File: src/core/seq_pkg.sv
// package: constants, modes and carriers for the start-up and mode sequencer
package seq_pkg;
  localparam int unsigned CLK_MHZ          = 100;
  localparam int unsigned START_DELAY_US   = 100;
  localparam int unsigned START_DELAY_CYC  = START_DELAY_US * CLK_MHZ;
  localparam int unsigned POWER_GOOD_OUT_DELAY_MS   = 7;
  localparam int unsigned POWER_GOOD_OUT_DELAY_CYC  = POWER_GOOD_OUT_DELAY_MS * 1000 * CLK_MHZ;
  localparam int unsigned SW_PERIOD_NS     = 3340;
  localparam int unsigned SW_PERIOD_CYC    = SW_PERIOD_NS / 10;
  localparam int unsigned IDLE_FILT_PER    = 2;
  localparam int unsigned DCM_FILT_PER     = 7;
  localparam logic [5:0]  VCODE_RESET      = 6'h00;
  localparam logic [5:0]  BOOT_CODE        = 6'h0c;

  typedef enum logic [2:0] {
    ST_IDLE  = 3'b000,
    ST_DELAY = 3'b001,
    ST_SOFT  = 3'b010,
    ST_RUN   = 3'b011
  } seq_state_t;

  typedef enum logic [1:0] {
    MODE_2P_CCM = 2'b00,
    MODE_1P_CCM = 2'b01,
    MODE_1P_DCM = 2'b10
  } op_mode_t;

  typedef struct packed {
    logic save_a;
    logic save_b;
    logic load_level;
  } select_t;

  typedef struct packed {
    logic     phase1_en;
    logic     phase2_en;
    logic     diode_emul;
    logic     alt_comp_close;
    op_mode_t mode;
  } phase_ctl_t;
endpackage

File: src/core/phase_mode_startup_sequencer.sv
// start-up sequencer and operating-mode selector for a two-phase regulator
//
// Function
// - a low load-level select requests single-phase operation, whatever the other selects say.
// - the alternate compensation switch is closed in single-phase and open in two-phase.
// - the six voltage-code inputs form one binary number, bit 0 least significant.
// - the regulator runs only while the enable input is high.
// - after power-on reset and enable, wait about 100 us, then ramp toward the boot level.
// - during start-up both phases run continuous, whatever the selects say.
// - power-good is released about 7 ms after the soft-start ramp begins.
// - after start-up the mode follows the current select inputs.
// - in single-phase the second phase runs during soft-start and stops afterwards.
// - the thermal alarm is pulled low while over-temperature is sensed.
// - power-good is open drain: pulled low or released only.
// - selects decode: load high gives two-phase, load low one-phase, a=1 b=0 gives diode mode.
// - select requests are filtered: 2 periods to idle a phase, 7 to enter diode mode.
// - in diode mode any voltage-code change returns at once to two-phase continuous.
// - entering single-phase waits until a voltage-code ramp has finished.
`timescale 1ns/1ps
module phase_mode_startup_sequencer #(
  parameter int unsigned START_DELAY_CYC = seq_pkg::START_DELAY_CYC,
  parameter int unsigned POWER_GOOD_OUT_DELAY_CYC = seq_pkg::POWER_GOOD_OUT_DELAY_CYC,
  parameter int unsigned SW_PERIOD_CYC   = seq_pkg::SW_PERIOD_CYC,
  parameter int unsigned RAMP_STEP_CYC   = 400
) (
  input  wire logic       sys_clk_in,
  input  wire logic       reset_n_in,
  input  wire logic       supply_ok_in,
  input  wire logic       regulator_enable_in,
  input  wire logic       load_level_select_in,
  input  wire logic       save_select_a_in,
  input  wire logic       save_select_b_in,
  input  wire logic [5:0] voltage_code_in,
  input  wire logic       thermistor_hot_in,
  output logic            power_good_out,
  output logic            power_good_oe_out,
  output logic            thermal_alarm_n_out,
  output logic            thermal_alarm_n_oe_out,
  output logic            alt_comp_close_out,
  output logic            phase1_en_out,
  output logic            phase2_en_out,
  output logic            diode_emul_out,
  output logic [1:0]      mode_out,
  output logic [5:0]      ref_code_out,
  output logic            soft_start_out,
  output logic            ramp_busy_out
);
  localparam int unsigned CW = 32;

  typedef struct packed {
    logic [1:0]             en_sync;
    logic [1:0]             sup_sync;
    logic [1:0]             hot_sync;
    seq_pkg::select_t       sel_m;
    seq_pkg::select_t       sel_s;
    logic [5:0]             vc_m;
    logic [5:0]             vc_s;
    logic [5:0]             vc_last;
    seq_pkg::seq_state_t    state;
    logic [CW-1:0]          timer;
    logic [CW-1:0]          pg_timer;
    logic [CW-1:0]          per_cnt;
    logic [CW-1:0]          ramp_cnt;
    logic [5:0]             ref_code;
    logic [5:0]             target;
    logic                   pg;
    logic                   hot;
    seq_pkg::phase_ctl_t    ctl;
  } seq_t;

  seq_t st_ff;
  seq_t nxt_st;

  logic                 sw_tick;
  logic                 idle_ok;
  logic                 dcm_ok;
  logic                 run_ok;
  logic                 ramping;
  seq_pkg::op_mode_t    want_mode;

  assign sw_tick = (st_ff.per_cnt == CW'(SW_PERIOD_CYC - 1));
  assign run_ok  = st_ff.en_sync[1] && st_ff.sup_sync[1];
  assign ramping = (st_ff.ref_code != st_ff.target);

  // idle-phase request: load level low (single phase) or diode-select pattern
  period_filter #(
    .PERIODS (seq_pkg::IDLE_FILT_PER)
  ) u_idle_filt (
    .sys_clk_in   (sys_clk_in),
    .reset_n_in   (reset_n_in),
    .tick_in      (sw_tick),
    .request_in   (!st_ff.sel_s.load_level ||
                   (st_ff.sel_s.save_a && !st_ff.sel_s.save_b)),
    .accepted_out (idle_ok)
  );

  period_filter #(
    .PERIODS (seq_pkg::DCM_FILT_PER)
  ) u_dcm_filt (
    .sys_clk_in   (sys_clk_in),
    .reset_n_in   (reset_n_in),
    .tick_in      (sw_tick),
    .request_in   (st_ff.sel_s.save_a && !st_ff.sel_s.save_b),
    .accepted_out (dcm_ok)
  );

  always_comb begin
    if (dcm_ok && idle_ok) begin
      want_mode = seq_pkg::MODE_1P_DCM;
    end else if (idle_ok) begin
      want_mode = seq_pkg::MODE_1P_CCM;
    end else begin
      want_mode = seq_pkg::MODE_2P_CCM;
    end
  end

  always_comb begin
    nxt_st = st_ff;
    nxt_st.en_sync  = {st_ff.en_sync[0], regulator_enable_in};
    nxt_st.sup_sync = {st_ff.sup_sync[0], supply_ok_in};
    nxt_st.hot_sync = {st_ff.hot_sync[0], thermistor_hot_in};
    nxt_st.sel_m    = '{save_a: save_select_a_in, save_b: save_select_b_in,
                        load_level: load_level_select_in};
    nxt_st.sel_s    = st_ff.sel_m;
    nxt_st.vc_m     = voltage_code_in;
    nxt_st.vc_s     = st_ff.vc_m;
    nxt_st.hot      = st_ff.hot_sync[1];
    nxt_st.per_cnt  = sw_tick ? '0 : st_ff.per_cnt + CW'(1);

    // reference walks one code step per ramp interval toward its target
    if (ramping) begin
      if (st_ff.ramp_cnt >= CW'(RAMP_STEP_CYC - 1)) begin
        nxt_st.ramp_cnt = '0;
        nxt_st.ref_code = (st_ff.ref_code < st_ff.target) ?
                          st_ff.ref_code + 6'h01 : st_ff.ref_code - 6'h01;
      end else begin
        nxt_st.ramp_cnt = st_ff.ramp_cnt + CW'(1);
      end
    end else begin
      nxt_st.ramp_cnt = '0;
    end

    if (!run_ok) begin
      nxt_st.state    = seq_pkg::ST_IDLE;
      nxt_st.timer    = '0;
      nxt_st.pg_timer = '0;
      nxt_st.pg       = 1'b0;
      nxt_st.ctl      = '{phase1_en: 1'b0, phase2_en: 1'b0, diode_emul: 1'b0,
                          alt_comp_close: 1'b0, mode: seq_pkg::MODE_2P_CCM};
      nxt_st.ref_code = seq_pkg::VCODE_RESET;
      nxt_st.target   = seq_pkg::VCODE_RESET;
      nxt_st.ramp_cnt = '0;
    end else begin
      case (st_ff.state)
        seq_pkg::ST_IDLE: begin
          nxt_st.state = seq_pkg::ST_DELAY;
          nxt_st.timer = '0;
        end
        seq_pkg::ST_DELAY: begin
          if (st_ff.timer >= CW'(START_DELAY_CYC - 1)) begin
            nxt_st.state    = seq_pkg::ST_SOFT;
            nxt_st.timer    = '0;
            nxt_st.target   = seq_pkg::BOOT_CODE;
            nxt_st.ctl      = '{phase1_en: 1'b1, phase2_en: 1'b1, diode_emul: 1'b0,
                                alt_comp_close: 1'b0, mode: seq_pkg::MODE_2P_CCM};
          end else begin
            nxt_st.timer = st_ff.timer + CW'(1);
          end
        end
        seq_pkg::ST_SOFT: begin
          if (st_ff.pg_timer >= CW'(POWER_GOOD_OUT_DELAY_CYC - 1)) begin
            nxt_st.state   = seq_pkg::ST_RUN;
            nxt_st.pg      = 1'b1;
            nxt_st.target  = st_ff.vc_s;
            nxt_st.vc_last = st_ff.vc_s;
          end else begin
            nxt_st.pg_timer = st_ff.pg_timer + CW'(1);
          end
        end
        default: begin
          nxt_st.target  = st_ff.vc_s;
          nxt_st.vc_last = st_ff.vc_s;
          if (st_ff.ctl.mode == seq_pkg::MODE_1P_DCM && st_ff.vc_s != st_ff.vc_last) begin
            nxt_st.ctl.mode = seq_pkg::MODE_2P_CCM;
          end else if (want_mode == seq_pkg::MODE_2P_CCM) begin
            nxt_st.ctl.mode = seq_pkg::MODE_2P_CCM;
          end else if (!ramping && st_ff.vc_s == st_ff.vc_last) begin
            nxt_st.ctl.mode = want_mode;
          end
          nxt_st.ctl.phase1_en      = 1'b1;
          nxt_st.ctl.phase2_en      = (nxt_st.ctl.mode == seq_pkg::MODE_2P_CCM);
          nxt_st.ctl.diode_emul     = (nxt_st.ctl.mode == seq_pkg::MODE_1P_DCM);
          nxt_st.ctl.alt_comp_close = (nxt_st.ctl.mode != seq_pkg::MODE_2P_CCM);
        end
      endcase
    end
  end

  always_ff @(posedge sys_clk_in or negedge reset_n_in) begin
    if (!reset_n_in) begin
      st_ff <= '0;
    end else begin
      st_ff <= nxt_st;
    end
  end

  // open-drain pins: the level driven is always low, only the enable moves
  assign power_good_out         = 1'b0;
  assign power_good_oe_out      = !st_ff.pg;
  assign thermal_alarm_n_out    = 1'b0;
  assign thermal_alarm_n_oe_out = st_ff.hot;
  assign alt_comp_close_out     = st_ff.ctl.alt_comp_close;
  assign phase1_en_out          = st_ff.ctl.phase1_en;
  assign phase2_en_out          = st_ff.ctl.phase2_en;
  assign diode_emul_out         = st_ff.ctl.diode_emul;
  assign mode_out               = st_ff.ctl.mode;
  assign ref_code_out           = st_ff.ref_code;
  assign soft_start_out         = (st_ff.state == seq_pkg::ST_SOFT);
  assign ramp_busy_out          = ramping;
endmodule

File: src/core/period_filter.sv
// period-counting glitch filter for one select request
`timescale 1ns/1ps
module period_filter #(
  parameter int unsigned PERIODS = 2
) (
  input  wire logic sys_clk_in,
  input  wire logic reset_n_in,
  input  wire logic tick_in,
  input  wire logic request_in,
  output logic      accepted_out
);
  typedef struct packed {
    logic [3:0] cnt;
    logic       acc;
  } filt_state_t;

  filt_state_t st_ff;
  filt_state_t nxt_st;

  always_comb begin
    nxt_st = st_ff;
    if (!request_in) begin
      nxt_st.cnt = 4'h0;
      nxt_st.acc = 1'b0;
    end else if (tick_in && !st_ff.acc) begin
      if (st_ff.cnt >= 4'(PERIODS - 1)) begin
        nxt_st.acc = 1'b1;
      end else begin
        nxt_st.cnt = st_ff.cnt + 4'h1;
      end
    end
  end

  always_ff @(posedge sys_clk_in or negedge reset_n_in) begin
    if (!reset_n_in) begin
      st_ff <= '0;
    end else begin
      st_ff <= nxt_st;
    end
  end

  assign accepted_out = st_ff.acc;
endmodule

File: config.mk
export PLATFORM = sky130hd
export DESIGN_NAME = phase_mode_startup_sequencer
export DESIGN_NICKNAME = d
export VERILOG_FILES = /design/src/core/seq_pkg.sv /design/src/core/phase_mode_startup_sequencer.sv /design/src/core/period_filter.sv
export SDC_FILE = /design/constraint.sdc
export NUM_CORES = 1
export LEC_CHECK = 0
export ABC_AREA = 1
export CAP_MARGIN = 10
export CORE_MARGIN = 2
export CORE_UTILIZATION = 35
export CTS_BUF_LIST = sky130_fd_sc_hd__clkbuf_2 sky130_fd_sc_hd__clkbuf_4 sky130_fd_sc_hd__clkbuf_8
export DETAILED_ROUTE_END_ITERATION = 8
export DONT_BUFFER_PORTS = 1
export GPL_TIMING_DRIVEN = 0
export HOLD_SLACK_MARGIN = 0.1
export PLACE_DENSITY = 0.57
export SLEW_MARGIN = 20
export SYNTH_ARGS = -nofsm -noshare
export SYNTH_HDL_FRONTEND = slang
export SYNTH_SLANG_ARGS = --single-unit
File: constraint.sdc
create_clock -name sys_clk_in -period 2.18 [get_ports sys_clk_in]
set_input_delay 0 -clock sys_clk_in [delete_from_list [all_inputs] [get_ports sys_clk_in]]
set_output_delay 0 -clock sys_clk_in [all_outputs]
set_load 0.02 [all_outputs]
# [Yosys cells after proc, flatten, opt, wreduce, memory -nomap -nowiden]
# Cells that the tools add are included.
[word_totals] regBits=191 inputBits=14 out_inout_bits=18 elab_cells=142
[classes] n_addsub=8 n_lt_le_gt_ge=6 eq_ne=26 n_mux=39 bitwise_logic=1 n_reduce_logical=32
[ops] operator="32-bit 2-to-1 mux" n=6
[ops] operator="32-bit by 1-bit adder with 32-bit output, second input constant" n=4
[ops] operator="67-bit 2-to-1 mux" n=1
[ops] operator="32-bit case mux with 2 select lines" n=1
[ops] operator="38-bit 2-to-1 mux" n=1
[ops] operator="6-bit 2-to-1 mux" n=6
[ops] operator="32-bit by 9-bit == test with 1-bit output, second input constant" n=1
[ops] operator="32-bit by 14-bit greater-or-equal comparator with 1-bit output, second input constant" n=1
[ops] operator="32-bit by 20-bit greater-or-equal comparator with 1-bit output, second input constant" n=1
[ops] operator="32-bit by 9-bit greater-or-equal comparator with 1-bit output, second input constant" n=1
[ops] operator="6-bit case mux with 2 select lines" n=2
[ops] operator="5-bit 2-to-1 mux" n=4
[ops] operator="2-bit != test, second input constant" n=10
[ops] operator="6-bit case mux with 3 select lines" n=1
[ops] operator="2-bit AND reduction" n=8
[ops] operator="7-bit 2-to-1 mux" n=2
[ops] operator="2-bit 2-to-1 mux" n=6
[ops] operator="6-bit != test" n=2
[ops] operator="9-bit 2-to-1 mux" n=1
[ops] operator="3-bit case mux with 3 select lines" n=1
[ops] operator="3-bit AND reduction" n=3
[ops] operator="4-bit by 1-bit adder with 4-bit output, second input constant" n=2
[ops] operator="4-bit 2-to-1 mux" n=2
[ops] operator="2-bit by 1-bit != test with 1-bit output, second input constant" n=4
[ops] operator="24 further kinds" n=41

# [Logic depth before layout (Yosys ltp)]
[depth] ltp_word=11 mapped_depth=14 ltp_nobuf=14

# [Modules after synthesis]
# A second synthesis with hierarchy kept.
[unflattened] cells_unflattened=1035 area_unflattened_um2=9047.4
[by_module_without_submodules] mod="phase_mode_startup_sequencer" n_inst=1 cells_per_inst=956 area_per_inst_um2=8460.6 seq_area_each_um2=4504.3
[by_module_without_submodules] mod="period_filter (u_idle_filt)" n_inst=1 cells_per_inst=45 area_per_inst_um2=316.6 seq_area_each_um2=125.1
[by_module_without_submodules] mod="period_filter (u_dcm_filt)" n_inst=1 cells_per_inst=34 area_per_inst_um2=270.3 seq_area_each_um2=125.1

# [Least setup slack after synthesis]
# Ideal clock, no wire load.
[synth_timing] kind="register -> register" startpoint="reg st_ff, in the netlist ref_code_out[5]" endpoint="reg st_ff, in the netlist ref_code_out[5]" setup_time_ps=141 t_arrival_ps=2034 slack_ps=5 stages_incl_launch_ff=12 path_buffers=0 cell_sequence="dfrtp_1 -> ha_1 -> nand2_1 -> o21bai_1 -> nand3_1 -> ha_1 -> nand2_1 -> o21ai_0 -> nor2_1 -> nand3b_1 -> nand3_1 -> o21ai_0"
[synth_via] elab_chain_cells=5 elab_cells_between_ends=10 classes_between="add/sub: 2; order compare: 1; eq/ne: 2; mux: 4; reduce/logical: 1"
[synth_lines] element="from (decl)" line="phase_mode_startup_sequencer.sv:71" source="seq_t st_ff;"
[synth_lines] element="from (signal assigned)" line="phase_mode_startup_sequencer.sv:203" source="st_ff <= nxt_st;"
[synth_lines] element="6-bit by 1-bit subtractor with 6-bit output, or another cell as far along" line="phase_mode_startup_sequencer.sv:135" source="st_ff.ref_code + 6'h01 : st_ff.ref_code - 6'h01;"
[synth_lines] element="6-bit 2-to-1 mux" line="phase_mode_startup_sequencer.sv:134" source="nxt_st.ref_code = (st_ff.ref_code < st_ff.target) ?"
[synth_lines] element="6-bit 2-to-1 mux" line="phase_mode_startup_sequencer.sv:132" source="if (st_ff.ramp_cnt >= CW'(RAMP_STEP_CYC - 1)) begin"
[synth_lines] element="6-bit 2-to-1 mux" line="phase_mode_startup_sequencer.sv:131" source="if (ramping) begin"
[synth_lines] element="38-bit 2-to-1 mux" line="phase_mode_startup_sequencer.sv:143" source="if (!run_ok) begin"
# Parallel ways exist; a longest one is shown, timed or not. The select of a mux whose other input is x is not followed.
# A chain may end at the register's enable or synchronous reset.

# [Final worst setup path]
[layout_timing] startpoint="reg st_ff, in the netlist ref_code_out[5]" endpoint="reg st_ff, in the netlist ref_code_out[4]"
[layout_via] elab_chain_cells=5 elab_cells_between_ends=8 classes_between="order compare: 1; eq/ne: 2; mux: 4; reduce/logical: 1"
[layout_lines] element="6-bit less-than comparator" line="phase_mode_startup_sequencer.sv:134"
[layout_lines] element="6-bit 2-to-1 mux" line="phase_mode_startup_sequencer.sv:134"
[layout_lines] element="6-bit 2-to-1 mux" line="phase_mode_startup_sequencer.sv:132"
[layout_lines] element="6-bit 2-to-1 mux" line="phase_mode_startup_sequencer.sv:131"
[layout_lines] element="38-bit 2-to-1 mux" line="phase_mode_startup_sequencer.sv:143"
# Parallel ways exist; a longest one is shown, timed or not. The select of a mux whose other input is x is not followed.

==> impl_metrics.csv <==
group,metric,value,unit
power_and_ir_drop,power_density,811,nW/um^2
timing,slew_headroom,0.575,
critical_path,crit_chain,"ha_4 -> nand2_2 -> nor2_1 -> nand2_1 -> nand3_4 -> buf_6 -> inv_4 -> fa_2 -> o21ai_2 -> xnor2_1 -> o21ai_1",
final_layout,syn_to_final_growth,16.8,%
route,viasPerCell,4.53,
clock_tree,holdBufCountCts,24,
yosys,synth_simple_gate_area_frac,0.260,
final_layout,layout-drive-gt1-share,0.103,
critical_path,critPathRequiredTime,2530,ps
clock_tree,cts_root_buffer,"clkbuf_8",
outcome,violations,"hold timing, setup timing",
final_layout,instances_no_fill,1490,
clock_tree,cts.reportedPaths.clkPinSlew,100,ps
yosys,netlist.area_leader.share,0.529,
clock_tree,cts_tree,"done",
place,gp_congestion,0.872,
timing,period_needed,2190,ps
outcome,status,"complete, but fails checks",
floorplanning,die_area,27000,um^2
place,dp_cells,1417,
global_routing,track_usage,0.143,
yosys,synthCells,1063,
global_routing,grt_pass1_wl,31200,um
timing,clock.fmax,456,MHz
place,hpwlAfterDp,12400,um
critical_path,critPathSlowestCell,"dfrtp_1",
yosys,synth_compound_area_frac,0.0380,
yosys,ys.flop_type,"dfrtp_1",
power_and_ir_drop,p_comb_frac,0.267,
yosys,synthArstFlopShare,1.00,
timing,skew,22.5,ps
route,drt_first_pass_iters,4,
route,drc,0,
clock_tree,numCtsBuffers,17,
floorplanning,initial_core_util,0.357,
yosys,ys_seq_area_frac,0.529,
timing,setup_viol,1,
final_layout,nNetsFinal,1186,
place,pre_cts_ws,-306,ps
power_and_ir_drop,seqPwrFrac,0.448,
critical_path,slowest_delay,440,ps
route,drt-initial-drc-count,437,
job,cap_violations,0,
final_layout,utilization,0.417,
yosys,synthTopCellsByArea,"dfrtp_1, nand2_1, inv_1, nor2_1, xor2_1",
route,vias,6752,
critical_path,reg2reg_depth,11,
power_and_ir_drop,p_switching,2.68,mW
yosys,synth_edf_count,0,
timing,drv_slew,0,
yosys,synth-seq-cells,190,
route,routedWlPerCell,12.1,um
timing,hold_slack,-775,ps
global_routing,grt_remaining_overflow,0,
final_layout,multi_input_area,3760,um^2
route,ant_nets,0,
clock_tree,clk_latency,470,ps
clock_tree,cts_htree_levels,4,
final_layout,antenna_cells,0,
floorplanning,fp.dieH,164,um
power_and_ir_drop,peakVddDrop,458,uV
power_and_ir_drop,p_int,5.83,mW
timing,setup_ws,-13.6,ps
timing,worst_pin_slew,637,ps
floorplanning,ios,32,
yosys,syn_area,8990,um^2
clock_tree,cts_sinks,190,
final_layout,num-fill-cells,2491,
final_layout,regArea,4760,um^2
yosys,yosysWarnings,0,
critical_path,path_class,"register to register",
place,portBuffers,0,
global_routing,antenna_found_initial,0,
global_routing,grt_pass1_vias,6569,
yosys,syn_avg_cell_area,8.46,um^2
hold_path,min_path_type,"primary input to asynchronous set/reset pin",
timing,grt_setup_unrepaired,"yes",
floorplanning,die_x,164,um
yosys,synth.area.mux_share,0,
power_and_ir_drop,power.static_leakage,4.98,nW
power_and_ir_drop,switching_share,0.315,
critical_path,cp_max_fo,7,
power_and_ir_drop,p_clk_frac,0.285,
yosys,synth_top_family_by_area,"simple AND/OR/NAND/NOR gates",
critical_path,cp-end-kind,"register",
yosys,synthAdderAreaFrac,0.0356,
clock_tree,clockBufferDepth,2,
floorplanning,rows,58,
floorplanning,core_area,25200,um^2
global_routing,grt_max_degree,191,
critical_path,cp-start-kind,"register",
critical_path,arrival,2540,ps
yosys,synth_xor_area_frac,0.0516,
timing,finalHoldViolCount,190,
route,drt-total-wl,18000,um
timing,fin_crit_sh,1.01,
yosys,synth_cell_types,36,
yosys,synth_top_area_cell,"dfrtp_1",
==> worst paths after layout <==
check	slack, ps	from	end
max reg2reg	-10	ref_code_out[5]	ref_code_out[4]
min in group sys_clk_in	360	nxt_st[176]	nxt_st[6]
max in group asynchronous	2370	reset_n_in	ref_code_out[2]
min	-770	reset_n_in	st_ff[80]
min reg2reg	360	nxt_st[176]	nxt_st[6]
max	-10	ref_code_out[5]	ref_code_out[4]
==> layout make-up <==
type / count / area share
sequential: 190 / 0.454
clock inverter: 12 / 0.0132
tap: 330 / 0.0393
buffer: 22 / 0.0136
inverter: 167 / 0.0600
multi-input combinational: 708 / 0.359
clock buffer: 20 / 0.0262
timing repair buffer: 41 / 0.0354
==> state kept, by name, indices dropped and copies added, names as in the netlist <==
signal and cells:
st_ff 154, nxt_st 13, ref_code_out 6, u_dcm_filt.st_ff 4, u_idle_filt.st_ff 4, mode_out 2
alt_comp_close_out 1, diode_emul_out 1, phase1_en_out 1, phase2_en_out 1, thermal_alarm_n_oe_out 1, u_dcm_filt.accepted_out 1
u_idle_filt.accepted_out 1
==> layer usage <==
layer | routed length, um | GRT usage | vias up | share of wire
met5 | 0 | 0 | - | 0
met4 | 218 | 0.0411 | 0 | 0.012
met3 | 590 | 0.0275 | 15 | 0.033
met2 | 8260 | 0.225 | 105 | 0.46
met1 | 8930 | 0.202 | 3165 | 0.50
li1 | - | - | 3467 | -
==> cell usage after synthesis (2+ instances only) <==
cell and n:
and3_1 2, buf_4 11, nand3b_1 4, inv_2 5, o21a_1 2, xnor2_1 9, or2_2 2, buf_2 3
o21ai_0 29, clkbuf_1 5, a21oi_1 22, o21bai_1 3, nor3b_1 3, nor2_1 155, a31oi_1 3, nand2_1 224
nor4_1 15, nand3_1 75, nand4_1 24, ha_1 24, nand2_2 2, xor2_1 44, dfrtp_1 190, buf_6 2
inv_1 162, nor3_1 33
==> power by group through the flow <==
stage               clock network (mW)  logic (mW)  registers, mW
finish                            2.43        2.27           3.81
detailed placement                   0        1.32           3.89
CTS                               2.53        1.91           3.80
floorplan                            0        1.09           3.84
global placement                     0        1.29           3.89
global route                      2.67        2.54           3.84
==> stage by stage <==
stage	area [um^2]	setup TNS, ps	power (mW)
floorplan	9080	0	4.94
finish	10500	-13.6	8.51
detailed placement	9490	-653	5.21
global route	10500	-441	9.05
global placement	9490	-496	5.18
CTS	10300	-173	8.24
==> worst max-delay path: cells and delay by family (launching register included) <==
family | cells | cell delay (ps)
buffers and inverters | 2 | 170
and+or+nand+nor | 4 | 450
adders and majority gates | 2 | 680
AOI/OAI and AO/OA | 2 | 240
xor gates and xnor gates | 1 | 120
DFF | 1 | 440
==> cells in the final DEF, fill, tap and decap left out, drive strengths merged, types with 4 or more instances in the layout <==
cell type / n
dfrtp: 190
nor3: 33
nor2: 156
ha: 24
nand4: 24
conb: 25
xnor2: 9
nand2: 226
nand3: 76
buf: 35
dlygate4sd3: 24
nor4: 16
nand3b: 4
a21oi: 22
o21ai: 30
clkbuf: 24
xor2: 44
inv: 176
==> repair_timing <==
item / in CTS / in global routing
gates cloned: 0 / 0
setup buffers: 11 / 6
gates resized for setup: 20 / 33
hold endpoints to repair: 202 / 190
pin swaps: 14 / 18
endpoints found under the setup margin: 3 / 58
==> logic make-up (layout without fill, tap and decap cells) <==
logic type,after synthesis,in the layout
simple gates,542,542
flops,190,190
buf+inv,189,262
compound gates,63,63
xor+xnor,53,53
fa+ha+maj,25,25
other cells,1,25
No activity file was read; power rests on OpenSTA's default activity.
